$ cat config.mk
export PLATFORM = sky130hd
export DESIGN_NAME = line_unit_interrupt_enables
export DESIGN_NICKNAME = d
export VERILOG_FILES = /design/src/line_unit_irq_pkg.sv /design/src/level_sync.sv /design/src/line_unit_interrupt_enables.sv
export VERILOG_INCLUDE_DIRS = /design/src
export SDC_FILE = /design/constraint.sdc
export NUM_CORES = 1
export LEC_CHECK = 0
export BUFFER_PORTS_ARGS = -buffer_cell sky130_fd_sc_hd__buf_2
export CAP_MARGIN = 20
export CORE_MARGIN = 4
export CORE_UTILIZATION = 50
export DETAILED_ROUTE_END_ITERATION = 8
export PLACE_DENSITY = 0.84
export REMOVE_ABC_BUFFERS = 1
export SLEW_MARGIN = 20
export SYNTH_ARGS = -nofsm -noshare
export SYNTH_HDL_FRONTEND = slang
export SYNTH_SLANG_ARGS = --single-unit
$ cat constraint.sdc
create_clock -name mclk -period 1.9 [get_ports mclk]
set_input_delay 0.38 -clock mclk [delete_from_list [all_inputs] [get_ports mclk]]
set_output_delay 0.38 -clock mclk [all_outputs]
set_load 0.05 [all_outputs]
$ cat src/line_unit_irq_map.svh
`ifndef LINE_UNIT_IRQ_MAP_SVH
`define LINE_UNIT_IRQ_MAP_SVH

// register indexes; byte address is four times the index
`define LU_IDX_ENABLE       4'h4
`define LU_IDX_STATUS       4'h5
`define LU_IDX_SOURCE       4'h6
`define LU_IDX_CLEAR        4'h7
`define LU_IDX_CONTROL      4'h8

// bit positions shared by enable, status, source and clear
`define LU_BIT_QRSS         0
`define LU_BIT_LOS          1
`define LU_BIT_AIS          2
`define LU_BIT_LOOP_CODE    3
`define LU_BIT_CODE_VIOL    4
`define LU_BIT_FIFO_LIMIT   5
`define LU_BIT_DRIVER_ALARM 6
`define LU_EVENT_BITS       7

// control register fields
`define LU_CTRL_SINGLE_RAIL 0
`define LU_CTRL_B8ZS        1
`define LU_CTRL_BITS        2

// reset values
`define LU_ENABLE_RESET     7'h00
`define LU_SOURCE_RESET     7'h00
`define LU_CONTROL_RESET    2'h0

// bit periods without a bipolar pulse before the driver alarm
`define LU_DRIVER_IDLE_BITS 128

`endif

$ cat src/line_unit_irq_pkg.sv
package line_unit_irq_pkg;
   typedef logic [6:0] event_vec_t;
   typedef logic [31:0] apb_data_t;
   typedef enum logic [1:0] {
      APB_IDLE = 2'b00,
      APB_DONE = 2'b01,
      APB_WAIT = 2'b11
   } apb_state_e;
endpackage

$ cat src/level_sync.sv
`timescale 1ns/1ps
module level_sync #(
   parameter int WIDTH = 9
) (
   input  wire logic             mclk,
   input  wire logic             rst_n,
   input  wire logic [WIDTH-1:0] asyncIn,
   output logic      [WIDTH-1:0] levelOut,
   output logic      [WIDTH-1:0] levelDly
);
   logic [WIDTH-1:0] meta_reg;
   logic [WIDTH-1:0] sync_reg;
   logic [WIDTH-1:0] dly_reg;

   // meta_reg feeds only sync_reg
   always_ff @(posedge mclk or negedge rst_n) begin
      if (!rst_n) begin
         meta_reg <= '0;
         sync_reg <= '0;
         dly_reg  <= '0;
      end else begin
         meta_reg <= asyncIn;
         sync_reg <= meta_reg;
         dly_reg  <= sync_reg;
      end
   end

   assign levelOut = sync_reg;
   assign levelDly = dly_reg;
endmodule

$ cat src/line_unit_interrupt_enables.sv
// The address map and register access over APB were decided locally.
`timescale 1ns/1ps
`include "line_unit_irq_map.svh"

// What this block does
// - Enable bit 6 gates the interrupt for every change of the transmit driver alarm.
// - With it enabled, the driver alarm raises an interrupt both when it sets and when it clears.
// - Enable bit 5 gates the interrupt for changes of the jitter FIFO pointer-limit indication.
// - Enable bit 4 lets line code violation events interrupt, and a zero masks them.
// - Enable bit 3 interrupts when loop-code detection starts and when it stops.
// - Enable bit 2 lets alarm-indication-signal detection raise an interrupt.
// - Enable bit 1 interrupts when loss of signal is declared and when it clears.
// - Enable bit 0 interrupts when the test pattern is first detected and when it is lost.
// - Enable bit 7 is unused and reads zero.
// - Source capture and the interrupt only act while single-rail mode is selected; status updates in both modes.
// - The driver alarm sets after 128 bit periods with no pulse and clears on any pulse.
// - Violation status is high on a code violation, or a long zero run when B8ZS is selected.
module line_unit_interrupt_enables
   import line_unit_irq_pkg::*;
#(
   parameter int IDLE_BITS = `LU_DRIVER_IDLE_BITS
) (
   input  wire logic        mclk,
   input  wire logic        rst_n,
   input  wire logic        psel,
   input  wire logic        penable,
   input  wire logic        pwrite,
   input  wire logic [11:0] paddr,
   input  wire logic [31:0] pwdata,
   output logic      [31:0] prdata,
   output logic             pready,
   output logic             pslverr,
   input  wire logic        txPulse,
   input  wire logic        txBitTick,
   input  wire logic        fifoLimit,
   input  wire logic        codeViolation,
   input  wire logic        zeroRun,
   input  wire logic        loopCodeDetect,
   input  wire logic        aisDetect,
   input  wire logic        signalLoss,
   input  wire logic        patternDetect,
   output logic             irq
);
   localparam int CW = $clog2(IDLE_BITS + 1);
   localparam logic [CW-1:0] IDLE_LIMIT = CW'(IDLE_BITS);

   function automatic logic [11:0] addrOf(input logic [3:0] idx);
      addrOf = {6'h00, idx, 2'b00};
   endfunction

   logic [8:0]  rawIn;
   logic [8:0]  syncLvl;
   logic [8:0]  syncDly;

   assign rawIn = {txPulse, txBitTick, fifoLimit, codeViolation, zeroRun,
                   loopCodeDetect, aisDetect, signalLoss, patternDetect};

   level_sync #(.WIDTH(9)) u_sync (
      .mclk     (mclk),
      .rst_n    (rst_n),
      .asyncIn  (rawIn),
      .levelOut (syncLvl),
      .levelDly (syncDly)
   );

   logic        pulseLvl;
   logic        tickRise;
   assign pulseLvl = syncLvl[8];
   assign tickRise = syncLvl[7] & ~syncDly[7];

   // driver monitor
   logic [CW-1:0] idleCnt_reg;
   logic [CW-1:0] idleCnt_next;
   logic          driverAlarm_reg;
   logic          driverAlarm_next;

   always_comb begin
      idleCnt_next     = idleCnt_reg;
      driverAlarm_next = driverAlarm_reg;
      if (pulseLvl) begin
         idleCnt_next     = '0;
         driverAlarm_next = 1'b0;
      end else if (tickRise && idleCnt_reg != IDLE_LIMIT) begin
         idleCnt_next = idleCnt_reg + CW'(1);
         if (idleCnt_next == IDLE_LIMIT) begin
            driverAlarm_next = 1'b1;
         end
      end
   end

   always_ff @(posedge mclk or negedge rst_n) begin
      if (!rst_n) begin
         idleCnt_reg     <= '0;
         driverAlarm_reg <= 1'b0;
      end else begin
         idleCnt_reg     <= idleCnt_next;
         driverAlarm_reg <= driverAlarm_next;
      end
   end

   // registers and event capture
   event_vec_t      enable_reg;
   event_vec_t      enable_next;
   event_vec_t      status_reg;
   event_vec_t      status_next;
   event_vec_t      statusPrev_reg;
   event_vec_t      source_reg;
   event_vec_t      source_next;
   logic [1:0]      control_reg;
   logic [1:0]      control_next;
   logic            irq_reg;
   logic            irq_next;
   apb_state_e      apbState_reg;
   apb_state_e      apbState_next;
   apb_data_t       prdata_reg;
   apb_data_t       prdata_next;
   logic            pslverr_reg;
   logic            pslverr_next;
   logic            pready_reg;
   logic            pready_next;
   event_vec_t      changeEvt;
   event_vec_t      clearMask;
   logic            singleRail;
   logic            wrTake;
   logic            mapped;

   assign singleRail = control_reg[`LU_CTRL_SINGLE_RAIL];
   assign wrTake     = psel & penable & pwrite & (apbState_reg == APB_DONE);

   always_comb begin
      status_next = '0;
      status_next[`LU_BIT_DRIVER_ALARM] = driverAlarm_reg;
      status_next[`LU_BIT_FIFO_LIMIT]   = syncLvl[6];
      status_next[`LU_BIT_CODE_VIOL]    = syncLvl[5] | (control_reg[`LU_CTRL_B8ZS] & syncLvl[4]);
      status_next[`LU_BIT_LOOP_CODE]    = syncLvl[3];
      status_next[`LU_BIT_AIS]          = syncLvl[2];
      status_next[`LU_BIT_LOS]          = syncLvl[1];
      status_next[`LU_BIT_QRSS]         = syncLvl[0];
   end

   always_comb begin
      changeEvt = status_reg ^ statusPrev_reg;
      changeEvt[`LU_BIT_AIS] = status_reg[`LU_BIT_AIS] & ~statusPrev_reg[`LU_BIT_AIS];
      if (!singleRail) begin
         changeEvt = '0;
      end
   end

   always_comb begin
      clearMask = '0;
      if (wrTake && paddr == addrOf(`LU_IDX_CLEAR)) begin
         clearMask = pwdata[6:0];
      end
      // set wins over clear; masked events still latch
      source_next = (source_reg & ~clearMask) | changeEvt;
      irq_next    = singleRail && ((source_next & enable_reg) != '0);
   end

   always_comb begin
      enable_next  = enable_reg;
      control_next = control_reg;
      if (wrTake) begin
         if (paddr == addrOf(`LU_IDX_ENABLE)) begin
            enable_next = pwdata[6:0];
         end else if (paddr == addrOf(`LU_IDX_CONTROL)) begin
            control_next = pwdata[1:0];
         end
      end
   end

   // apb slave: one wait state, answer registered
   always_comb begin
      mapped = 1'b1;
      prdata_next = '0;
      if (paddr == addrOf(`LU_IDX_ENABLE)) begin
         prdata_next = {24'h000000, 1'b0, enable_reg};
      end else if (paddr == addrOf(`LU_IDX_STATUS)) begin
         prdata_next = {25'h0000000, status_reg};
      end else if (paddr == addrOf(`LU_IDX_SOURCE)) begin
         prdata_next = {25'h0000000, source_reg};
      end else if (paddr == addrOf(`LU_IDX_CLEAR)) begin
         prdata_next = '0;
      end else if (paddr == addrOf(`LU_IDX_CONTROL)) begin
         prdata_next = {30'h00000000, control_reg};
      end else begin
         mapped = 1'b0;
      end
      if (pwrite) begin
         prdata_next = '0;
      end
      if (pwrite && paddr == addrOf(`LU_IDX_STATUS)) begin
         mapped = 1'b0;
      end
      apbState_next = apbState_reg;
      pslverr_next  = 1'b0;
      case (apbState_reg)
         APB_IDLE: begin
            if (psel && penable) begin
               apbState_next = APB_DONE;
               pslverr_next  = ~mapped;
            end else begin
               prdata_next = '0;
            end
         end
         APB_WAIT: begin
            apbState_next = APB_IDLE;
            prdata_next   = '0;
         end
         APB_DONE: begin
            apbState_next = APB_IDLE;
            prdata_next   = '0;
         end
         default: begin
            apbState_next = APB_IDLE;
            prdata_next   = '0;
         end
      endcase
      pready_next = (apbState_next == APB_DONE);
   end

   always_ff @(posedge mclk or negedge rst_n) begin
      if (!rst_n) begin
         enable_reg     <= `LU_ENABLE_RESET;
         status_reg     <= '0;
         statusPrev_reg <= '0;
         source_reg     <= `LU_SOURCE_RESET;
         control_reg    <= `LU_CONTROL_RESET;
         irq_reg        <= 1'b0;
         apbState_reg   <= APB_IDLE;
         prdata_reg     <= '0;
         pslverr_reg    <= 1'b0;
         pready_reg     <= 1'b0;
      end else begin
         enable_reg     <= enable_next;
         status_reg     <= status_next;
         statusPrev_reg <= status_reg;
         source_reg     <= source_next;
         control_reg    <= control_next;
         irq_reg        <= irq_next;
         apbState_reg   <= apbState_next;
         prdata_reg     <= prdata_next;
         pslverr_reg    <= pslverr_next;
         pready_reg     <= pready_next;
      end
   end

   assign prdata  = prdata_reg;
   assign pready  = pready_reg;
   assign pslverr = pslverr_reg;
   assign irq     = irq_reg;
endmodule

==> metrics.cfg <==
[run_status]
outcome = complete, no violations

[placed_design]
routabilityCongestion = 0.866
io_buffers = 42
dp_hpwl_um = 4030
placedCellCount = 385

[finish]
fillerInstances = 465
final_util_pct = 61.6
syn2layout_area_growth_pct = 17.8
stdcell_count = 402
diodes = 0
multi_input_area_um2 = 1020
layout_common_cells = 69 x dfrtp_1, 42 x buf_2, 26 x conb_1
regArea_um2 = 1750
fin_nets = 386
final_common_cell = dfrtp_1
drive_gt1_share_pct = 27.9

[power]
power.density_nw_per_um2 = 804
comb_power_share_pct = 9.6
leakage_uw = 0.00171
intPower_uw = 2050
switching_share_pct = 26.1
power_frac_seq_pct = 55.8
vdd_drop_max_mv = 0.574
power_uw = 2780
clockPowerShare_pct = 34.6
p_sw_uw = 727

[cts]
h-tree-depth = 3
clk_latency_ns = 0.34
clockRootBuffer = clkbuf_8
cts_buffers = 9
tritoncts = built
cts.sinks = 70
clk_pin_slew_ns = 0.07
clockBufferDepth = 2

[global_route]
grt_use_total_pct = 16.0
overflow = 0
grt_antenna_before_repair = 0
grt_pass1_wl_um = 8970
grt_pass1_vias = 1994
grt_max_degree = 29

[timing]
fin_tns_setup_ns = 0
setup_viol = 0
finClkSkew_ns = 0.00997
fin_crit_ns = 1.83
period_share_pct = 96.3
finalHoldViolations = 0
final_max_slew_viol_count = 0
timing.fmax_mhz = 546

[yosys]
syn_area_per_cell_um2 = 11.3
netlist_area_um2 = 2940
synth_edf_count = 0
synth_cell_type_count = 42
synth_seq_cells = 70
yosys_warnings = 0
async_flop_share_pct = 100
syn_inst = 259
ys_seq_area_share_pct = 59.7
synth_ff_type = dfrtp_1

[worst_setup_path]
worstPathMaxFanout = 4
worst-path-buf-inv = 2
cp_slowest_stage_delay_ns = 0.55
cp-end-kind = flip-flop
cp_top_family = simple AND/OR/NAND/NOR gates
crit_required_ns = 2.09
start_kind = input port
critical_path.slowest_cell = or4_4
crit_chain = buf_2 -> or4_4 -> nor3_4 -> buf_4 -> o211ai_1 -> a22oi_2 -> a41oi_1
critical_path_arrival_ns = 2.02
criticalPathCategory = in -> reg

[drt]
drt_iter0_markers = 154
ant_nets = 0
firstDrtPassIters = 4
drc = 0
wirelength_um = 5550
num_vias = 2068
wl_per_cell_um = 13.8
via_per_inst = 5.14

[floorplan]
die_w_um = 84.6
core_area_um2 = 5610
initial_utilization_pct = 52.3
chipHeight_um = 84.6
rows = 27
die_area_um2 = 7160
ioPinCount = 93

[min_path]
hold_class = in -> reg

[run]
maxCapViolCount = 0

power groups by stage:
stage	combinational, uW	sequential (uW)	clock [uW]
global route	291	1550	1060
floorplan	157	1580	0
global placement	257	1580	0
CTS	264	1550	992
detailed placement	262	1580	0
finish	267	1550	963
cells in the mapped netlist, types with 2 or more instances:
| cell | count | area (um^2) |
|---|---|---|
| dfrtp_1 | 70 | 1750 |
| buf_4 | 26 | 195 |
| nor2_1 | 21 | 78.8 |
| inv_1 | 17 | 63.8 |
| a21oi_1 | 14 | 70.1 |
| o21ai_0 | 12 | 60.1 |
| nand2_1 | 9 | 33.8 |
| xor2_1 | 8 | 70.1 |
| mux2_2 | 7 | 78.8 |
| nand3_1 | 7 | 35.0 |
| nor3_1 | 6 | 30.0 |
| o211ai_1 | 6 | 45.0 |
| nor2b_1 | 4 | 25.0 |
| o31ai_1 | 4 | 30.0 |
| a22oi_1 | 3 | 22.5 |
| a31oi_1 | 3 | 18.8 |
| clkbuf_1 | 3 | 11.3 |
| o22ai_1 | 3 | 18.8 |
| xnor2_1 | 3 | 26.3 |
| a21boi_0 | 2 | 15.0 |
| a41oi_1 | 2 | 17.5 |
| and3b_1 | 2 | 17.5 |
| ha_1 | 2 | 25.0 |
| nand2b_1 | 2 | 12.5 |
| nand3b_1 | 2 | 15.0 |
| nor3b_1 | 2 | 15.0 |
| nor4b_1 | 2 | 17.5 |
| or3_1 | 2 | 12.5 |
| or4_4 | 2 | 22.5 |
routing by layer:
layer	track usage, %	share of wire, %
met1	20.3	41
met2	25.4	48
met3	4.32	8.2
met4	7.48	2.1
met5	0	0
worst paths after layout:
check | cells after the start | endpoint | start | slack (ns)
max | 7 | irq$_DFF_PN0_ | paddr[7] | 0.07
max reg2reg | 6 | irq$_DFF_PN0_ | apbState_reg[1]$_DFF_PN0_ | 0.09
max in group asynchronous | 3 | idleCnt_reg[0]$_DFFE_PN0P_ | rst_n | 0.87
min reg2reg | 0 | status_reg[0]$_DFF_PN0_ | u_sync.levelOut[0]$_DFF_PN0_ | 0.34
min in group asynchronous | 2 | prdata[0]$_DFF_PN0_ | rst_n | 0.50
min | 1 | u_sync.meta_reg[6]$_DFF_PN0_ | fifoLimit | 0.15
timing repair:
action / CTS / global route
hold buffers: 1 / 0
setup buffers: 0 / 1
resized for setup: 0 / 5
endpoints found under the hold margin: 13 / 0
setup endpoints to repair: 0 / 5
cell families after synthesis:
kind of cell             count (synthesis)  synth area share, %
adder cells (fa/ha/maj)                  2                0.852
AO/OA/AOI/OAI                           53                 11.3
other                                    1                0.128
AND/OR/NAND/NOR                         67                 12.6
buffers and inverters                   48                 9.51
XOR/XNOR                                11                 3.28
flip-flops                              70                 59.7
multiplexers                             7                 2.69
stage by stage:
step	hold slack [ns]	area [um^2]	setup WS [ns]
floorplan	0.0844	2810	-0.0447
global placement	0.321	3260	-0.219
detailed placement	0.321	3260	-0.262
CTS	0.131	3430	0.0254
global route	0.131	3460	-0.0529
finish	0.150	3460	0.0698
layout make-up:
type | count | share of cell area (%)
clock buffer | 10 | 3.69
tap | 72 | 2.61
inverter | 17 | 1.85
clock inverter | 5 | 0.796
multi-input combinational | 166 | 29.5
sequential | 70 | 50.7
timing repair buffer | 62 | 10.9
No activity file was read; power rests on OpenSTA's default activity.
